===== src/verilog/hrc_pkg.sv =====
// constants and types for the hub reset and configuration block
package hrc_pkg;
  // ============================================================
  // timing
  localparam int CLK_PERIOD_NS = 50;
  localparam int T_RECOVER_NS  = 500000;
  localparam int T_UNIT_NS     = 2000000;
  localparam int T_LOAD_MAX_NS = 99500000;
  localparam int T_REQ_MAX_NS  = 5000000;
  localparam int RECOVER_CYC   = (T_RECOVER_NS + CLK_PERIOD_NS - 1) / CLK_PERIOD_NS;
  localparam int UNIT_CYC      = T_UNIT_NS / CLK_PERIOD_NS;
  localparam int LOAD_MAX_CYC  = T_LOAD_MAX_NS / CLK_PERIOD_NS;
  localparam int REQ_MAX_CYC   = T_REQ_MAX_NS / CLK_PERIOD_NS;
  localparam int CURRENT_STEP_MA = 2;
  // ============================================================
  // register map (indices; byte address is four times the index)
  localparam logic [5:0] IDX_CUR_SELF   = 6'h0e;
  localparam logic [5:0] IDX_CUR_BUS    = 6'h0f;
  localparam logic [5:0] IDX_PWR_ON_DLY = 6'h10;
  localparam logic [5:0] IDX_STATUS     = 6'h11;
  localparam logic [7:0] REG_RESET      = 8'h00;
  localparam logic [7:0] DEF_CURRENT    = 8'h32;
  localparam logic [7:0] DEF_PWR_ON_DLY = 8'h32;
  // ============================================================
  // start-up sequencer
  typedef enum logic [4:0] {
    ST_STRAP  = 5'b00001,
    ST_RECOV  = 5'b00010,
    ST_LOAD   = 5'b00100,
    ST_ATTACH = 5'b01000,
    ST_RUN    = 5'b10000
  } hrc_state_t;
endpackage


===== src/verilog/hrc_top.sv =====
// hub reset sequencer, strap capture and power configuration registers
//
// Summary of operation
// RULE1: self-powered controller current register counts upstream draw in 2mA steps
// RULE2: stored 50 means 100mA and is the internal default for both currents
// RULE3: bus-powered controller current register counts upstream draw in 2mA steps
// RULE4: power-on delay register counts 2ms steps from port power-on to power good
// RULE5: reading an undefined register location returns zero
// RULE6: writing an undefined location changes nothing and reports no error
// RULE7: software writes only zero to reserved registers and bits
// RULE8: in strap mode all bits without a strap take internal defaults
// RULE9: green indicator pins sampled after reset release; config only in default mode
// RULE10: strapped-high indicator drives active low, strapped-low drives active high
// RULE11: reset source holds reset low at least 1us after supplies settle
// RULE12: during reset ports, port power and transceivers are off
// RULE13: reset aborts every transaction at once without saving state
// RULE14: reset returns every register to its default, mostly zero; code resets all three to 0 and loads 32h only in strap or serial-off mode
// RULE15: during reset oscillator, PLL and indicators are stopped
// RULE16: hub becomes operational 500us after reset release
// RULE17: once operational, load external configuration unless serial management is off
// RULE18: in strap mode attach is shown within 100ms of reset
// RULE19: host waits at least 100ms after attach before bus reset
// RULE20: each host request completes within 5ms once enumeration begins
`timescale 1ns/100ps
`default_nettype none
module hrc_top
  import hrc_pkg::*;
#(
  parameter int unsigned PORTS         = 3,
  parameter int unsigned RECOVER_CYC_P = RECOVER_CYC,
  parameter int unsigned UNIT_CYC_P    = UNIT_CYC,
  parameter int unsigned LOAD_MAX_CYC_P = LOAD_MAX_CYC,
  parameter int unsigned REQ_MAX_CYC_P = REQ_MAX_CYC
) (
  input  wire logic             sys_clk_i,
  input  wire logic             resetn_i,
  input  wire logic [7:0]       avs_address_i,
  input  wire logic             avs_read_i,
  input  wire logic             avs_write_i,
  input  wire logic [31:0]      avs_writedata_i,
  input  wire logic [3:0]       avs_byteenable_i,
  output logic      [31:0]      avs_readdata_o,
  output logic                  avs_waitrequest_o,
  input  wire logic             strap_mode_i,
  input  wire logic             smbus_off_i,
  input  wire logic             cfg_load_done_i,
  output logic                  cfg_load_req_o,
  input  wire logic [PORTS-1:0] led_green_i,
  input  wire logic [PORTS-1:0] led_on_i,
  output logic      [PORTS-1:0] led_green_o,
  output logic      [PORTS-1:0] led_green_oe_o,
  input  wire logic [PORTS-1:0] port_power_req_i,
  output logic      [PORTS-1:0] downstream_port_power_o,
  output logic      [PORTS-1:0] port_power_good_o,
  output logic      [PORTS-1:0] port_enable_o,
  output logic                  phy_enable_o,
  output logic                  osc_enable_o,
  output logic                  pll_enable_o,
  output logic                  operational_o,
  output logic                  usb_attach_o,
  input  wire logic             host_req_i,
  input  wire logic             host_req_done_i,
  output logic                  req_overdue_o,
  output logic      [8:0]       current_self_ma_o,
  output logic      [8:0]       current_bus_ma_o
);

  // ============================================================
  // declarations
  hrc_state_t       state_reg;
  hrc_state_t       state_next;
  logic [31:0]      cnt_reg;
  logic [31:0]      tick_cnt_reg;
  logic             tick_reg;
  logic [7:0]       cur_self_reg;
  logic [7:0]       cur_bus_reg;
  logic [7:0]       pwr_dly_reg;
  logic [PORTS-1:0] strap_reg;
  logic [PORTS-1:0] req_d_reg;
  logic [7:0]       pcnt_reg [PORTS];
  logic             wait_reg;
  logic [31:0]      rdata_reg;
  logic             attach_reg;
  logic             oper_reg;
  logic             load_reg;
  logic             rpend_reg;
  logic [31:0]      rcnt_reg;
  logic             overdue_reg;
  logic [PORTS-1:0] pgood_reg;
  logic [PORTS-1:0] ppwr_reg;
  logic [PORTS-1:0] led_reg;
  logic [PORTS-1:0] led_oe_reg;
  logic             osc_reg;

  function automatic logic [8:0] to_ma(input logic [7:0] v);
    to_ma = {v, 1'b0};
  endfunction

  // ============================================================
  // register bus decode
  wire [5:0]  bus_idx    = avs_address_i[7:2];
  wire        bus_req    = avs_read_i | avs_write_i;
  wire        wr_ack     = avs_write_i & ~wait_reg & avs_byteenable_i[0] & (avs_address_i[1:0] == 2'b00);
  wire        hit_self   = bus_idx == IDX_CUR_SELF;
  wire        hit_bus    = bus_idx == IDX_CUR_BUS;
  wire        hit_dly    = bus_idx == IDX_PWR_ON_DLY;
  wire        hit_stat   = bus_idx == IDX_STATUS;
  wire [7:0]  status_val = {1'b0, strap_mode_i ? strap_reg : {PORTS{1'b0}}, 1'b0, load_reg, attach_reg, oper_reg};
  wire [7:0]  rd_mux     = (avs_address_i[1:0] != 2'b00) ? 8'h00 :
                           hit_self ? cur_self_reg :
                           hit_bus  ? cur_bus_reg  :
                           hit_dly  ? pwr_dly_reg  :
                           hit_stat ? status_val   : 8'h00;    // [RULE5]
  wire        load_dflt  = state_reg == ST_LOAD && (strap_mode_i || smbus_off_i);
  wire        load_ext   = state_reg == ST_LOAD && !strap_mode_i && !smbus_off_i;
  wire        load_end   = load_dflt || cfg_load_done_i || cnt_reg >= LOAD_MAX_CYC_P - 1;

  // one wait state: waitrequest drops in the cycle after a request is seen
  always_ff @(posedge sys_clk_i or negedge resetn_i) begin
    if (!resetn_i) begin
      wait_reg  <= 1'b1;                                       // [RULE13]
      rdata_reg <= 32'h0000_0000;
    end else begin
      wait_reg  <= ~wait_reg | ~bus_req;
      rdata_reg <= (avs_read_i && wait_reg) ? {24'h000000, rd_mux} : 32'h0000_0000;
    end
  end

  // unmapped writes fall through every branch and store nothing
  always_ff @(posedge sys_clk_i or negedge resetn_i) begin
    if (!resetn_i) begin
      cur_self_reg <= REG_RESET;                               // [RULE14]
      cur_bus_reg  <= REG_RESET;
      pwr_dly_reg  <= REG_RESET;
    end else if (load_dflt) begin
      cur_self_reg <= DEF_CURRENT;                             // [RULE2] [RULE8]
      cur_bus_reg  <= DEF_CURRENT;
      pwr_dly_reg  <= DEF_PWR_ON_DLY;
    end else if (wr_ack) begin                                 // [RULE6]
      if (hit_self) begin
        cur_self_reg <= avs_writedata_i[7:0];
      end
      if (hit_bus) begin
        cur_bus_reg <= avs_writedata_i[7:0];
      end
      if (hit_dly) begin
        pwr_dly_reg <= avs_writedata_i[7:0];
      end
    end
  end

  // ============================================================
  // start-up sequencer
  always_comb begin
    state_next = state_reg;
    unique case (state_reg)
      ST_STRAP: begin
        state_next = ST_RECOV;
      end
      ST_RECOV: begin
        if (cnt_reg >= RECOVER_CYC_P - 1) begin
          state_next = ST_LOAD;                                // [RULE16]
        end
      end
      ST_LOAD: begin
        if (load_end) begin
          state_next = ST_ATTACH;                              // [RULE17]
        end
      end
      ST_ATTACH: begin
        state_next = ST_RUN;                                   // [RULE18]
      end
      ST_RUN: begin
        state_next = ST_RUN;
      end
    endcase
  end

  always_ff @(posedge sys_clk_i or negedge resetn_i) begin
    if (!resetn_i) begin
      state_reg <= ST_STRAP;
      cnt_reg   <= 32'h0000_0000;
    end else begin
      state_reg <= state_next;
      cnt_reg   <= (state_next != state_reg) ? 32'h0000_0000 : cnt_reg + 32'h0000_0001;
    end
  end

  // straps are caught on the first edge after release, never under the reset itself
  always_ff @(posedge sys_clk_i or negedge resetn_i) begin
    if (!resetn_i) begin
      strap_reg  <= '0;
      oper_reg   <= 1'b0;
      attach_reg <= 1'b0;
      load_reg   <= 1'b0;
      osc_reg    <= 1'b0;                                      // [RULE15]
    end else begin
      if (state_reg == ST_STRAP) begin
        strap_reg <= led_green_i;                              // [RULE9]
      end
      osc_reg    <= 1'b1;
      oper_reg   <= oper_reg | (state_next == ST_LOAD);        // [RULE16]
      load_reg   <= load_ext && !load_end;                     // [RULE17]
      attach_reg <= attach_reg | (state_reg == ST_ATTACH);     // [RULE18]
    end
  end

  // ============================================================
  // port power sequencing on a 2ms enable
  always_ff @(posedge sys_clk_i or negedge resetn_i) begin
    if (!resetn_i) begin
      tick_cnt_reg <= 32'h0000_0000;
      tick_reg     <= 1'b0;
    end else begin
      tick_reg     <= tick_cnt_reg == UNIT_CYC_P - 1;
      tick_cnt_reg <= (tick_cnt_reg == UNIT_CYC_P - 1) ? 32'h0000_0000 : tick_cnt_reg + 32'h0000_0001;
    end
  end

  // delay granularity is one tick: good comes N..N+1 steps after the request
  always_ff @(posedge sys_clk_i or negedge resetn_i) begin
    if (!resetn_i) begin
      req_d_reg <= '0;
      ppwr_reg  <= '0;                                         // [RULE12]
      pgood_reg <= '0;
      for (int i = 0; i < PORTS; i++) begin
        pcnt_reg[i] <= 8'h00;
      end
    end else begin
      for (int i = 0; i < PORTS; i++) begin
        req_d_reg[i] <= port_power_req_i[i] & oper_reg;
        ppwr_reg[i]  <= port_power_req_i[i] & oper_reg;
        if (port_power_req_i[i] && oper_reg && !req_d_reg[i]) begin
          pcnt_reg[i]  <= pwr_dly_reg;                         // [RULE4]
          pgood_reg[i] <= 1'b0;
        end else if (!req_d_reg[i]) begin
          pgood_reg[i] <= 1'b0;
        end else if (tick_reg) begin
          if (pcnt_reg[i] == 8'h00) begin
            pgood_reg[i] <= 1'b1;
          end else begin
            pcnt_reg[i] <= pcnt_reg[i] - 8'h01;
          end
        end
      end
    end
  end

  // ============================================================
  // indicators, request watchdog, current reporting
  always_ff @(posedge sys_clk_i or negedge resetn_i) begin
    if (!resetn_i) begin
      led_reg     <= '0;
      led_oe_reg  <= '0;                                       // [RULE15]
      rpend_reg   <= 1'b0;
      rcnt_reg    <= 32'h0000_0000;
      overdue_reg <= 1'b0;
    end else begin
      led_reg    <= led_on_i ^ strap_reg;                      // [RULE10]
      led_oe_reg <= {PORTS{oper_reg}};
      if (host_req_i && attach_reg) begin
        rpend_reg   <= 1'b1;
        rcnt_reg    <= 32'h0000_0000;
        overdue_reg <= 1'b0;
      end else if (host_req_done_i) begin
        rpend_reg <= 1'b0;
      end else if (rpend_reg) begin
        rcnt_reg    <= rcnt_reg + 32'h0000_0001;
        overdue_reg <= overdue_reg | (rcnt_reg >= REQ_MAX_CYC_P - 1);  // [RULE20]
      end
    end
  end

  always_ff @(posedge sys_clk_i or negedge resetn_i) begin
    if (!resetn_i) begin
      current_self_ma_o <= 9'h000;
      current_bus_ma_o  <= 9'h000;
    end else begin
      current_self_ma_o <= to_ma(cur_self_reg);                // [RULE1]
      current_bus_ma_o  <= to_ma(cur_bus_reg);                 // [RULE3]
    end
  end

  // ============================================================
  // outputs
  assign avs_readdata_o          = rdata_reg;
  assign avs_waitrequest_o       = wait_reg;
  assign cfg_load_req_o          = load_reg;
  assign led_green_o             = led_reg;
  assign led_green_oe_o          = led_oe_reg;
  assign downstream_port_power_o = ppwr_reg;
  assign port_power_good_o       = pgood_reg;
  assign port_enable_o           = pgood_reg;                  // [RULE12]
  assign phy_enable_o            = oper_reg;
  assign osc_enable_o            = osc_reg;
  assign pll_enable_o            = osc_reg;
  assign operational_o           = oper_reg;
  assign usb_attach_o            = attach_reg;
  assign req_overdue_o           = overdue_reg;

  // ============================================================
  // assertions
  property p_undef_read;
    @(posedge sys_clk_i) disable iff (!resetn_i)
    avs_read_i && wait_reg && !(hit_self || hit_bus || hit_dly || hit_stat) |=> avs_readdata_o == 32'h0000_0000;
  endproperty
  a_undef_read: assert property (p_undef_read) else $error("undefined read not zero"); // [RULE5]

  property p_undef_write;
    @(posedge sys_clk_i) disable iff (!resetn_i)
    avs_write_i && !wait_reg && !(hit_self || hit_bus || hit_dly) && state_reg != ST_LOAD
      |=> $stable(cur_self_reg) && $stable(cur_bus_reg) && $stable(pwr_dly_reg);
  endproperty
  a_undef_write: assert property (p_undef_write) else $error("undefined write changed state"); // [RULE6]

  property p_reset_vals;
    @(posedge sys_clk_i) disable iff (!resetn_i)
    state_reg == ST_STRAP |-> cur_self_reg == 8'h00 && pwr_dly_reg == 8'h00 && !avs_waitrequest_o == 1'b0;
  endproperty
  a_reset_vals: assert property (p_reset_vals) else $error("register not at reset value"); // [RULE14]

  property p_strap_dflt;
    @(posedge sys_clk_i) disable iff (!resetn_i)
    state_reg == ST_LOAD && strap_mode_i |=> cur_self_reg == 8'h32 && cur_bus_reg == 8'h32 ##1 usb_attach_o;
  endproperty
  a_strap_dflt: assert property (p_strap_dflt) else $error("strap defaults or attach missing"); // [RULE2]

  property p_no_power;
    @(posedge sys_clk_i) disable iff (!resetn_i)
    !operational_o |-> downstream_port_power_o == '0 && port_enable_o == '0 && !phy_enable_o;
  endproperty
  a_no_power: assert property (p_no_power) else $error("port powered before operational"); // [RULE12]

  property p_led_pol;
    @(posedge sys_clk_i) disable iff (!resetn_i)
    state_reg == ST_RUN |=> led_green_o == ($past(led_on_i) ^ strap_reg);
  endproperty
  a_led_pol: assert property (p_led_pol) else $error("indicator polarity wrong"); // [RULE10]

  property p_oper_time;
    @(posedge sys_clk_i) disable iff (!resetn_i)
    $rose(operational_o) |-> $past(state_reg) == ST_RECOV && $past(cnt_reg) == RECOVER_CYC_P - 1;
  endproperty
  a_oper_time: assert property (p_oper_time) else $error("operational at wrong time"); // [RULE16]

  property p_ma;
    @(posedge sys_clk_i) disable iff (!resetn_i)
    1'b1 |=> current_self_ma_o == {$past(cur_self_reg), 1'b0} && current_bus_ma_o == {$past(cur_bus_reg), 1'b0};
  endproperty
  a_ma: assert property (p_ma) else $error("current report not 2mA steps"); // [RULE1]

  property p_ext_load;
    @(posedge sys_clk_i) disable iff (!resetn_i)
    $rose(operational_o) && !strap_mode_i && !smbus_off_i && !cfg_load_done_i |=> cfg_load_req_o;
  endproperty
  a_ext_load: assert property (p_ext_load) else $error("external load not requested"); // [RULE17]

  property p_overdue;
    @(posedge sys_clk_i) disable iff (!resetn_i)
    rpend_reg && !host_req_i && !host_req_done_i && rcnt_reg == REQ_MAX_CYC_P - 1 |=> req_overdue_o;
  endproperty
  a_overdue: assert property (p_overdue) else $error("late request not flagged"); // [RULE20]

  property p_attach_after_load;
    @(posedge sys_clk_i) disable iff (!resetn_i)
    state_reg == ST_ATTACH |=> usb_attach_o && !cfg_load_req_o;
  endproperty
  a_attach_after_load: assert property (p_attach_after_load) else $error("attach not shown after load"); // [RULE18]

  c_read:   cover property (@(posedge sys_clk_i) disable iff (!resetn_i) avs_read_i && !avs_waitrequest_o);
  c_write:  cover property (@(posedge sys_clk_i) disable iff (!resetn_i) wr_ack && hit_dly);
  c_attach: cover property (@(posedge sys_clk_i) disable iff (!resetn_i) $rose(usb_attach_o));
  c_pgood:  cover property (@(posedge sys_clk_i) disable iff (!resetn_i) $rose(port_power_good_o[0]));

endmodule
`default_nettype wire


===== config.mk =====
export PLATFORM = sky130hd
export DESIGN_NAME = hrc_top
export DESIGN_NICKNAME = d
export VERILOG_FILES = /design/src/verilog/hrc_pkg.sv /design/src/verilog/hrc_top.sv
export SDC_FILE = /design/constraint.sdc
export NUM_CORES = 1
export LEC_CHECK = 0
export BUFFER_PORTS_ARGS = -buffer_cell sky130_fd_sc_hd__buf_4
export CAP_MARGIN = 20
export CORE_MARGIN = 2
export CORE_UTILIZATION = 52
export DETAILED_ROUTE_END_ITERATION = 8
export PLACE_DENSITY = 0.87
export SYNTH_ARGS = -nofsm -noshare
export SYNTH_HDL_FRONTEND = slang
export SYNTH_SLANG_ARGS = --single-unit

===== constraint.sdc =====
create_clock -name sys_clk_i -period 2.1 [get_ports sys_clk_i]
set_input_delay 0.315 -clock sys_clk_i [delete_from_list [all_inputs] [get_ports sys_clk_i]]
set_output_delay 0.315 -clock sys_clk_i [all_outputs]
set_load 0.05 [all_outputs]

# Word level (Yosys, flattened, before mapping)
# Index checks and enable logic that the tools add are counted.
# W data, S select, Z words.
dict set report classes {
  add_sub_neg 6
  mul 0
  div 0
  magnitude_cmp 3
  eq_ne 22
  n_shift 0
  mux 53
  bitwise 14
  reduce_logical 49
}
# op count
set op_table {}
lappend op_table {{$mux W8} 26}
lappend op_table {{$mux W32} 5}
lappend op_table {{$add A32 B1 Y32 const B} 3}
lappend op_table {{$eq A32 B16 Y1 const B} 1}
lappend op_table {{$ge A32 B14 Y1 const B} 1}
lappend op_table {{$ge A32 B17 Y1 const B} 1}
lappend op_table {{$ge A32 B21 Y1 const B} 1}
lappend op_table {{$reduce_bool A2 Y1} 13}
lappend op_table {{$logic_not A8 Y1} 3}
lappend op_table {{$sub A8 B1 Y8 const B} 3}
lappend op_table {{$pmux W5 S4} 1}
lappend op_table {{$mux W1} 17}
lappend op_table {{$reduce_and A2 Y1} 7}
lappend op_table {{$eq A6 B4 Y1 const B} 2}
lappend op_table {{$eq A6 B5 Y1 const B} 2}
lappend op_table {{$logic_and A1 B1 Y1} 12}
lappend op_table {{$eq A5 B3 Y1 const B} 2}
lappend op_table {{$mux W5} 2}
lappend op_table {{$ne A3 B1 Y1 const B} 3}
lappend op_table {{$ne A3 B2 Y1 const B} 3}
lappend op_table {{$reduce_and A3 Y1} 3}
lappend op_table {{$mux W7} 1}
lappend op_table {{$and A1 B1 Y1} 6}
lappend op_table {{$logic_not A1 Y1} 6}
lappend op_table {{other kinds (14)} 23}
dict set report totals {
  reg_bits 194
  latchBits 0
  ram_bits 0
  mem_bits_ro 0
  mem_count 0
}

# Logic depth before layout (Yosys ltp)
# Gate-level depths: netlist of the first run.
dict set report logic_depth {
  depth_word 8
  mapped_depth 8
  depth_no_buf 7
}

# Worst setup path after synthesis of the first run
# No wires, ideal clock.
dict set report synth_timing {
  path_kind {register to register}
  start {reg cnt_reg[0]}
  end {reg cnt_reg[10]}
  arrival_ns 2.087
  required_time_ns 2.014
  path_slack_ns -0.073
  path_stages_with_launch 8
  n_path_buf 1
  period_less_slack_ns 2.173
  path_cell_list {dfrtp_1 ha_1 a311o_1 o311a_1 o31ai_1 o21ai_1 clkbuf_1 nor3_1}
}
dict set report synth_via {
  elab_chain_cells 6
}
# element line
set synth_rtl {}
lappend synth_rtl {{start, declared} hrc_top.sv:72} ;# logic [31:0] cnt_reg;
lappend synth_rtl {{start signal, assigned} hrc_top.sv:185} ;# cnt_reg <= (state_next != state_reg) ? 32'h0000_0000 : cnt_reg + 32'h0000_0001;
lappend synth_rtl {{$ge A32 B21 Y1} hrc_top.sv:116} ;# wire load_end = load_dflt || cfg_load_done_i || cnt_reg >= LOAD_MAX_CYC_P - 1;
lappend synth_rtl {{$logic_or A1 B1 Y1} hrc_top.sv:116}
lappend synth_rtl {{$mux W5} hrc_top.sv:166} ;# if (load_end) begin
lappend synth_rtl {{$pmux W5 S4} hrc_top.sv:156} ;# unique case (state_reg)
lappend synth_rtl {{$ne A5 B5 Y1} hrc_top.sv:185}
lappend synth_rtl {{$mux W32 *} hrc_top.sv:185}
# Mark *: on every way between the ends. The rest lies on a longest branch, timed or not.
# A chain may end at the register's enable or synchronous reset.

# Final worst setup path of the first run
dict set report layout_timing {
  start {reg cnt_reg[0]}
  end {reg cnt_reg[3]}
}
# Same word-level chain as after synthesis.

==> results of run 1 <==
[cells by family (layout without fill, tap and decap cells)]
family	after synthesis	after routing	synth area share, %
AND/OR/NAND/NOR	425	425	23.1
flip-flops	194	194	51.9
AO/OA/AOI/OAI	106	106	7.85
XOR/XNOR	91	91	8.51
buffers and inverters	80	197	4.68
multiplexers	24	24	2.69
adder cells (fa/ha/maj)	9	9	1.20
other	2	28	0.0802
[per-layer routing]
metal / wire, um / GRT usage, % / vias up
li1: - / - / 3542
met1: 9030 / 29.2 / 3785
met2: 11100 / 37.9 / 295
met3: 1100 / 3.36 / 54
met4: 643 / 8.86 / 0
met5: 0 / 0 / -
[what timing repair did]
action,4_1_cts,5_1_grt
hold endpoints to repair,57,0
pin swaps,1,4
hold buffers,1,0
buffers inserted,3,5
resized for setup,8,13
cloned,0,3
setup endpoints to repair,36,40
[path summary, 6_finish.rpt]
| path | from | endpoint | slack (ns) | depth (start not counted) |
|---|---|---|---|---|
| max in group asynchronous | resetn_i | state_reg[0]$_DFF_PN1_ | 0.94 | 3 |
| max reg2reg | cnt_reg[0]$_DFF_PN0_ | cnt_reg[3]$_DFF_PN0_ | -0.11 | 7 |
| min in group asynchronous | resetn_i | pwr_dly_reg[5]$_DFFE_PN0P_ | 0.44 | 2 |
| min | avs_write_i | avs_waitrequest_o$_DFF_PN1_ | 0.03 | 2 |
| min reg2reg | cur_bus_reg[2]$_DFFE_PN0P_ | current_bus_ma_o[3]$_DFF_PN0_ | 0.41 | 0 |
| max | cnt_reg[0]$_DFF_PN0_ | cnt_reg[3]$_DFF_PN0_ | -0.11 | 7 |
[metrics by stage]
| step | hold slack (ns) | instance area (um^2) | total power [mW] |
|---|---|---|---|
| 2_1_floorplan | 0.0194 | 9480 | 4.10 |
| 5_1_grt | 0.0330 | 11200 | 7.45 |
| 3_3_place_gp | 0.335 | 10500 | 4.26 |
| 6_report | 0.0323 | 11200 | 7.25 |
| 3_5_place_dp | 0.341 | 10500 | 4.27 |
| 4_1_cts | 0.0263 | 11100 | 7.28 |
[cell usage in the layout (no fill, tap or decap), drive strengths merged, types with 6 or more instances in the layout]
master,n
nor2b,10
a31oi,7
nor3,62
a221o,8
xor2,41
conb,28
nor4,31
or4,7
nand2,79
a21oi,24
o211ai,6
and3,15
buf,148
clkinv,6
nor2,91
xnor2,50
o21ai,23
nand2b,7
ha,9
or3,10
clkbuf,22
nand4,30
and2,7
inv,18
dfrtp,192
and4,10
nand3,56
mux2,9
mux2i,15
a22oi,6
[worst register-to-register path: stages, from the launching register on]
cell and delay (ns):
dfrtp_1 0.39, ha_2 0.19, a311o_1 0.38, o311a_1 0.37, o31ai_4 0.27, o21ai_4 0.13, buf_12 0.20, nor3_1 0.19
[layout make-up]
class                      count  share of cell area, %
clock inverter                 9                  0.746
multi-input combinational    683                   38.0
timing repair buffer         151                   10.8
sequential                   194                   43.2
clock buffer                  20                   4.07
tap                          229                   2.55
inverter                      17                  0.568
[power groups by stage]
stage | Clock (mW) | Sequential (mW) | Combinational [mW]
after floorplan | 0 | 3.91 | 0.197
after global placement | 0 | 3.86 | 0.402
after detailed placement | 0 | 3.86 | 0.408
after CTS | 3.07 | 3.79 | 0.413
after global routing | 3.21 | 3.79 | 0.455
final | 3.04 | 3.79 | 0.424
==> impl_metrics.yaml, run 1 <==
status:
  run_status: "complete, but fails checks"
  violations: "setup timing"
finish:
  final_core_utilization_pct: 62.9
  final_layout_size_suffix_gt1_share_pct: 20.3
  area_delta_synth_final_pct: 20.0
  nFillCells: 1302
  register_area_mm2: 0.00486
  multiInputGateArea_mm2: 0.00427
  antenna_cells: 0
  layout.nets: 1135
  finalNonFillerCells: 1303
power_and_ir_drop:
  power.switching_fraction_pct: 23.3
  p_leak_nw: 5.32
  sequentialPowerShare_pct: 52.3
  powerDensity_mw_per_mm2: 646
  power.share.combinational_pct: 5.8
  irDropWorstVdd_v: 0.000526
  total_switching_power_mw: 1.69
  cell_internal_pwr_mw: 5.56
  p_clk_share_pct: 41.9
detailed_routing:
  drt_pass1_iterations: 5
  route.detailed.vias_per_inst: 5.89
  vias: 7676
  avgRoutedWirePerCell_um: 16.8
  finalWirelength_um: 21900
  drt_drc_violations_left: 0
  drt_iter0_markers: 827
  ant_nets: 0
synthesis:
  synth_top_area_cell: "dfrtp_1"
  netlist-cell-type-count: 67
  synth_sequential_area_ratio_pct: 51.9
  yosys.cell_count.top_type: "dfrtp_1"
  syn_area_per_cell_um2: 10.1
  syn_inst: 931
  register_bit_count_reported_by_yosys: 194
  ys_warn_count: 0
  post_synth_top_flop: "dfrtp_1"
  synth_enable_flop_cells: 0
  post_synth_most_frequent_cells: "dfrtp_1 (192), nor2_1 (91), nand2_1 (79), nor3_1 (60), nand3_1 (56)"
  area_fraction_of_the_dominant_cell_type_after_synthesis_pct: 51.3
  post_synth_main_area_contributors: "dfrtp_1 (51%), xnor2_1 (4.7%), xor2_1 (3.8%)"
  netlist_area_mm2: 0.00936
  async_flop_share_pct: 100
global_routing:
  globalRoute.totalOverflow: 0
  antenna_violations_before_repair: 0
  grt_max_degree: 62
  gr-usage-all-layers_pct: 22.4
  grt_pass1_wl_um: 35300
  grt_pass1_vias: 7296
sta:
  max_slew.worst_pin.slew_ns: 0.653
  slew_violations: 0
  finalWorstPathRequiredPeriod_ns: 2.21
  setup_viol: 34
  finalHoldViolCount: 0
  setup_tns_ns: -2.42
  timing.final.crit_share_pct: 105
  fmax_mhz: 453
  worst_max_slew_margin_expressed_relative_to_the_limit_pct: 56.2
  post-route-worst-setup-slack_ns: -0.106
  setup_repair_after_global_routing_missed_its_margin: "yes"
  fin_skew_ns: 0.00931
critical_path:
  worstSetupPathType: "reg2reg"
  arrival_ns: 2.55
  crit_path_top_delay_cell: "dfrtp_1"
  path_cells: "ha_2 > a311o_1 > o311a_1 > o31ai_4 > o21ai_4 > buf_12 > nor3_1"
  critical_path.max_stage_delay_ns: 0.39
  path_delay_family: "compound AO/OA/AOI/OAI gates"
  critical_path.endpoint_type: "flop"
  critPathMaxFanout: 16
  worstSetupStartpointType: "flop"
  critPathRequiredTime_ns: 2.45
  critPathBufInv: 1
floorplan:
  fp.dieW_um: 138
  design.die.area_mm2: 0.0191
  row_count: 49
  initial_util_pct: 52.5
  io-pin-count: 135
  die-height_um: 138
  coreArea_mm2: 0.0178
clocking:
  htree_num_levels: 4
  tritoncts: "done"
  clockBufferDepth: 2
  clk-insertion-delay-late_ns: 0.43
  numCtsBuffers: 17
  clk_pin_slew_ns: 0.07
  clock-sinks: 194
  cts_root_buffer: "clkbuf_16"
place:
  detailedPlacementHpwl_um: 14700
  placedCellCount: 1262
  finalWeightedCongestion: 0.891
  placement.setup.worst_slack_ns: -0.117
  port-buffer-count: 81
min_path:
  worstHoldPathType: "in2reg"
job:
  max_cap_viol_count: 0
Note: power is estimated with default switching activity, not from simulation.
==> run 2: changes to the inputs <==
- CORE_UTILIZATION: 52 -> 58
- PLACE_DENSITY: 0.87 -> 0.92
- clock period: 2.1 -> 2.3 ns (I/O delays scaled with it)
==> impl_metrics.yaml, run 2 (synthesis results as in run 1) <==
status:
  run_status: "complete, but fails checks"
  violations: "DRC, setup timing"
global_routing:
  globalRoute.totalOverflow: 0
  grt_pass1_wl_um: 37100
  antenna_violations_before_repair: 0
  gr-usage-all-layers_pct: 27.6
  grt_max_degree: 58
  grt_pass1_vias: 7681
clocking:
  clock-sinks: 194
  tritoncts: "done"
  htree_num_levels: 4
  clk_pin_slew_ns: 0.07
  numCtsBuffers: 17
  clockBufferDepth: 2
  cts_root_buffer: "clkbuf_16"
  clk-insertion-delay-late_ns: 0.44
sta:
  post-route-worst-setup-slack_ns: -0.0626
  worst_max_slew_margin_expressed_relative_to_the_limit_pct: 51.9
  fmax_mhz: 423
  timing.final.crit_share_pct: 103
  finalWorstPathRequiredPeriod_ns: 2.36
  fin_skew_ns: 0.0100
  slew_violations: 0
  hold_slack_ns: 0.0613
  setup_viol: 1
  max_slew.worst_pin.slew_ns: 0.711
  finalHoldViolCount: 0
floorplan:
  die-height_um: 131
  initial_util_pct: 59.1
  io-pin-count: 135
  row_count: 46
  fp.dieW_um: 131
  coreArea_mm2: 0.0158
  design.die.area_mm2: 0.0172
finish:
  most-common-layout-cells: "dfrtp_1 (192), buf_4 (109), nor2_1 (91)"
  antenna_cells: 0
  final_layout_size_suffix_gt1_share_pct: 17.2
  area_delta_synth_final_pct: 17.5
  layout_commonest_cell: "dfrtp_1"
  nFillCells: 1057
  layout.nets: 1101
  final_design_area_no_fill_mm2: 0.0110
  finalNonFillerCells: 1259
critical_path:
  crit_path_top_delay_cell: "dfrtp_1"
  path_delay_family: "compound AO/OA/AOI/OAI gates"
  setup.worst_path.start: "cnt_reg[0]$_DFF_PN0_"
  r2r-start: "cnt_reg[0]$_DFF_PN0_"
  worstSetupStartpointType: "flop"
  critPathMaxFanout: 8
  critical_path.endpoint_type: "flop"
  critPathRequiredTime_ns: 2.62
  path_cells: "ha_1 > a311o_1 > o311a_1 > o31ai_4 > o21ai_4 > clkbuf_16 > nor3_1"
  critical_path.max_stage_delay_ns: 0.39
  arrival_ns: 2.68
  worstSetupPathType: "reg2reg"
  critPathBufInv: 1
detailed_routing:
  avgRoutedWirePerCell_um: 18.4
  drt_drc_violations_left: 1
  route.detailed.vias_per_inst: 6.18
  vias: 7784
  finalWirelength_um: 23200
  drt_pass1_iterations: 7
  drt_iter0_markers: 734
  ant_nets: 0
power_and_ir_drop:
  irDropWorstVdd_v: 0.000594
  totalPowerFinal_mw: 6.90
  powerDensity_mw_per_mm2: 628
  p_leak_nw: 5.16
place:
  finalWeightedCongestion: 0.988
  placedCellCount: 1223
  port-buffer-count: 81
  dpl-instance-area_mm2: 0.0103
  detailedPlacementHpwl_um: 14600
min_path:
  worstHoldPathType: "in2reg"
  min-delay-start: "avs_write_i"
job:
  max_cap_viol_count: 0
==> run 2: cell types whose count changed in the layout (fill, tap and decap cells not counted), sizes merged <==
cell and delta:
buf -35, inv +3, bufinv +2, clkbuf -2, clkinvlp +1
==> run 2: where the power goes <==
| group | total (mW) | internal (mW) | switching [mW] | leakage, nW |
|---|---|---|---|---|
| sequential | 3.46 | 3.44 | 0.0228 | 2.63 |
| combinational | 0.381 | 0.103 | 0.277 | 2.24 |
| clock | 3.06 | 1.72 | 1.34 | 0.296 |
| total | 6.90 | 5.26 | 1.64 | 5.16 |
==> run 2: layer usage <==
layer  wire length, um  global-route usage [%]  up-vias
met5                 0                       0        -
met4              1080                    14.8        0
met3              1580                    6.35      105
met2             11600                    46.5      373
met1              8940                    33.2     3833
li1                  -                       -     3473
==> run 2: what timing repair did <==
| action | 4_1_cts | 5_1_grt |
|---|---|---|
| setup endpoints to repair | 12 | 41 |
| buffers inserted | 0 | 1 |
| resized for setup | 1 | 9 |
| hold buffers | 1 | 0 |
| pin swaps | 0 | 1 |
| endpoints found under the hold margin | 52 | 0 |
| gates cloned | 0 | 2 |
==> run 2: path summary, 6_finish.rpt <==
kind	to	slack, ns	cells past startpoint
setup / recovery	cnt_reg[13]$_DFF_PN0_	-0.06	7
hold / removal	avs_waitrequest_o$_DFF_PN1_	0.06	2
setup reg to reg	cnt_reg[13]$_DFF_PN0_	-0.06	7
hold reg to reg	current_self_ma_o[5]$_DFF_PN0_	0.41	0
max in group asynchronous	avs_waitrequest_o$_DFF_PN1_	1.20	3
min in group asynchronous	current_bus_ma_o[4]$_DFF_PN0_	0.43	2
==> run 2: final cells by class <==
class / instances / area (um^2) / share of cell area [%]
clock inverter: 15 / 180 / 1.64
inverter: 17 / 63.8 / 0.580
timing repair buffer: 117 / 972 / 8.84
sequential: 194 / 4860 / 44.2
clock buffer: 17 / 425 / 3.87
tap: 216 / 270 / 2.46
multi-input combinational: 683 / 4230 / 38.4
==> run 2: worst register-to-register path, cell delays in order (launching register included) <==
cell and delay (ns):
dfrtp_1 0.39, ha_1 0.21, a311o_1 0.39, o311a_1 0.36, o31ai_4 0.26, o21ai_4 0.13
clkbuf_16 0.21, nor3_1 0.29
==> run 2: metrics by stage <==
step	utilization, %	setup TNS [ns]	worst slack, ns
floorplan	-	0	0.127
global placement	64.9	0	0.116
detailed placement	64.9	0	0.00558
CTS	68.8	0	0.0334
global route	69.5	-0.184	-0.131
finish	69.5	-0.0626	-0.0626
==> run 3: changes to the inputs <==
- BUFFER_PORTS_ARGS: -buffer_cell sky130_fd_sc_hd__buf_4 -> -buffer_cell sky130_fd_sc_hd__buf_2
- CORE_ASPECT_RATIO: unset -> 1.2
==> impl_metrics.yaml, run 3 (synthesis results as in run 1) <==
sta:
  timing.final.crit_share_pct: 103
  finalWorstPathRequiredPeriod_ns: 2.37
  worst_max_slew_margin_expressed_relative_to_the_limit_pct: 53.0
  setup_viol: 32
  post-route-worst-setup-slack_ns: -0.0719
  finalHoldViolCount: 0
  fin_skew_ns: 0.0128
  max_slew.worst_pin.slew_ns: 0.698
  fmax_mhz: 422
  slew_violations: 0
finish:
  final_layout_size_suffix_gt1_share_pct: 17.7
  register_area_mm2: 0.00486
  most-common-layout-cells: "dfrtp_1 (192), nor2_1 (91), buf_2 (80)"
  nFillCells: 1006
  layout_commonest_cell: "dfrtp_1"
  layout.nets: 1103
  area_delta_synth_final_pct: 15.4
  multiInputGateArea_mm2: 0.00424
global_routing:
  globalRoute.totalOverflow: 0
  grt_pass1_vias: 7613
  grt_pass1_wl_um: 37100
  grt_max_degree: 55
  gr-usage-all-layers_pct: 27.0
  antenna_violations_before_repair: 2
power_and_ir_drop:
  totalPowerFinal_mw: 6.93
  p_leak_nw: 5.14
  irDropWorstVdd_v: 0.000525
  powerDensity_mw_per_mm2: 642
floorplan:
  fp.dieW_um: 120
  row_count: 50
  die-height_um: 143
  coreArea_mm2: 0.0157
  initial_util_pct: 59.6
  io-pin-count: 135
  design.die.area_mm2: 0.0172
detailed_routing:
  route.detailed.vias_per_inst: 6.15
  drt_pass1_iterations: 5
  ant_nets: 0
  drt_iter0_markers: 799
  vias: 7723
  drt_drc_violations_left: 0
  avgRoutedWirePerCell_um: 18.0
  finalWirelength_um: 22600
place:
  detailedPlacementHpwl_um: 14800
  placement.setup.worst_slack_ns: 0.0137
  port-buffer-count: 81
  finalWeightedCongestion: 0.903
status:
  run_status: "complete, but fails checks"
  violations: "setup timing"
critical_path:
  setup.worst_path.start: "state_reg[4]$_DFF_PN0_"
  worstSetupPathType: "reg2reg"
  arrival_ns: 2.67
  critPathRequiredTime_ns: 2.60
  crit_path_top_delay_cell: "or3_1"
  r2r-start: "state_reg[4]$_DFF_PN0_"
  critical_path.max_stage_delay_ns: 0.51
  dominant_cell_type_by_count_on_the_critical_path: "buf_4"
  path_cells: "or3_1 > nor3_2 > nor4_1 > buf_4 > a21boi_2 > buf_4 > nor3_1"
  critPathMaxFanout: 32
  worstSetupStartpointType: "flop"
  critical_path.endpoint_type: "flop"
clocking:
  cts_root_buffer: "clkbuf_16"
  tritoncts: "done"
  clockBufferDepth: 2
  numCtsBuffers: 17
  clk_pin_slew_ns: 0.08
  clk-insertion-delay-late_ns: 0.44
  clock-sinks: 194
  htree_num_levels: 4
job:
  max_cap_viol_count: 0
min_path:
  worstHoldPathType: "in2reg"
  min-delay-start: "led_on_i[2]"
-- run 3: cell types whose count changed in the layout (fill, tap and decap cells not counted), moves of 4 or more --
cell | previous run | this run
buf_2 | 0 | 80
buf_4 | 109 | 34
nor3_1 | 57 | 52
clkinv_2 | 4 | 0
nor3_2 | 5 | 9
-- run 3: what timing repair did --
item,4_1_cts,5_1_grt
gates resized for setup,3,10
endpoints found under the setup margin,8,26
hold buffers,1,0
setup buffers,0,1
pin swaps,0,1
endpoints found under the hold margin,49,0
-- run 3: path summary, 6_finish.rpt --
kind                                                   to  slack (ns)  cells past startpoint
setup / recovery                     cnt_reg[7]$_DFF_PN0_       -0.07                      7
hold / removal                   led_green_o[2]$_DFF_PN0_        0.09                      2
setup reg to reg                     cnt_reg[7]$_DFF_PN0_       -0.07                      7
hold reg to reg            current_self_ma_o[5]$_DFF_PN0_        0.40                      0
max in group asynchronous          state_reg[0]$_DFF_PN1_        1.19                      3
min in group asynchronous   current_bus_ma_o[4]$_DFF_PN0_        0.42                      2
-- run 3: layout make-up --
cell class	instances	share of cell area, %
Multi-Input combinational cell	683	39.3
Inverter	17	0.591
Timing Repair Buffer	119	6.85
Tap cell	208	2.41
Clock buffer	18	4.07
Antenna cell	2	0.0463
Sequential cell	194	45.0
Clock inverter	14	1.78
-- run 3: critical path: cells and delay by family (launching register included) --
kind,cells,cell delay (ns)
and+or+nand+nor,4,1.01
buffers and inverters,2,0.57
DFF,1,0.44
AOI/OAI and AO/OA,1,0.18
-- run 3: through the flow --
stage          cells  TNS (ns)  utilization [%]  hold slack (ns)  area [um^2]
6_report        1255     -1.72             68.8           0.0890        10800
5_1_grt         1255     -5.25             68.8           0.0963        10800
4_1_cts         1252         0             68.3           0.0816        10700
3_5_place_dp    1219         0             64.2            0.329        10100
3_3_place_gp    1219         0             64.2            0.326        10100
2_1_floorplan    957         0                -           0.0494         9460
-- run 3: report_power, final --
group | switching, mW | internal, mW | total (mW)
combinational | 0.274 | 0.0715 | 0.346
sequential | 0.0213 | 3.44 | 3.46
clock | 1.35 | 1.78 | 3.13
total | 1.65 | 5.28 | 6.93
-- run 3: metal layers --
layer | track usage [%] | share of wire [%]
met3 | 5.07 | 7.0
met5 | 0 | 0
met4 | 12.4 | 4.0
met2 | 46.8 | 51
met1 | 32.7 | 38
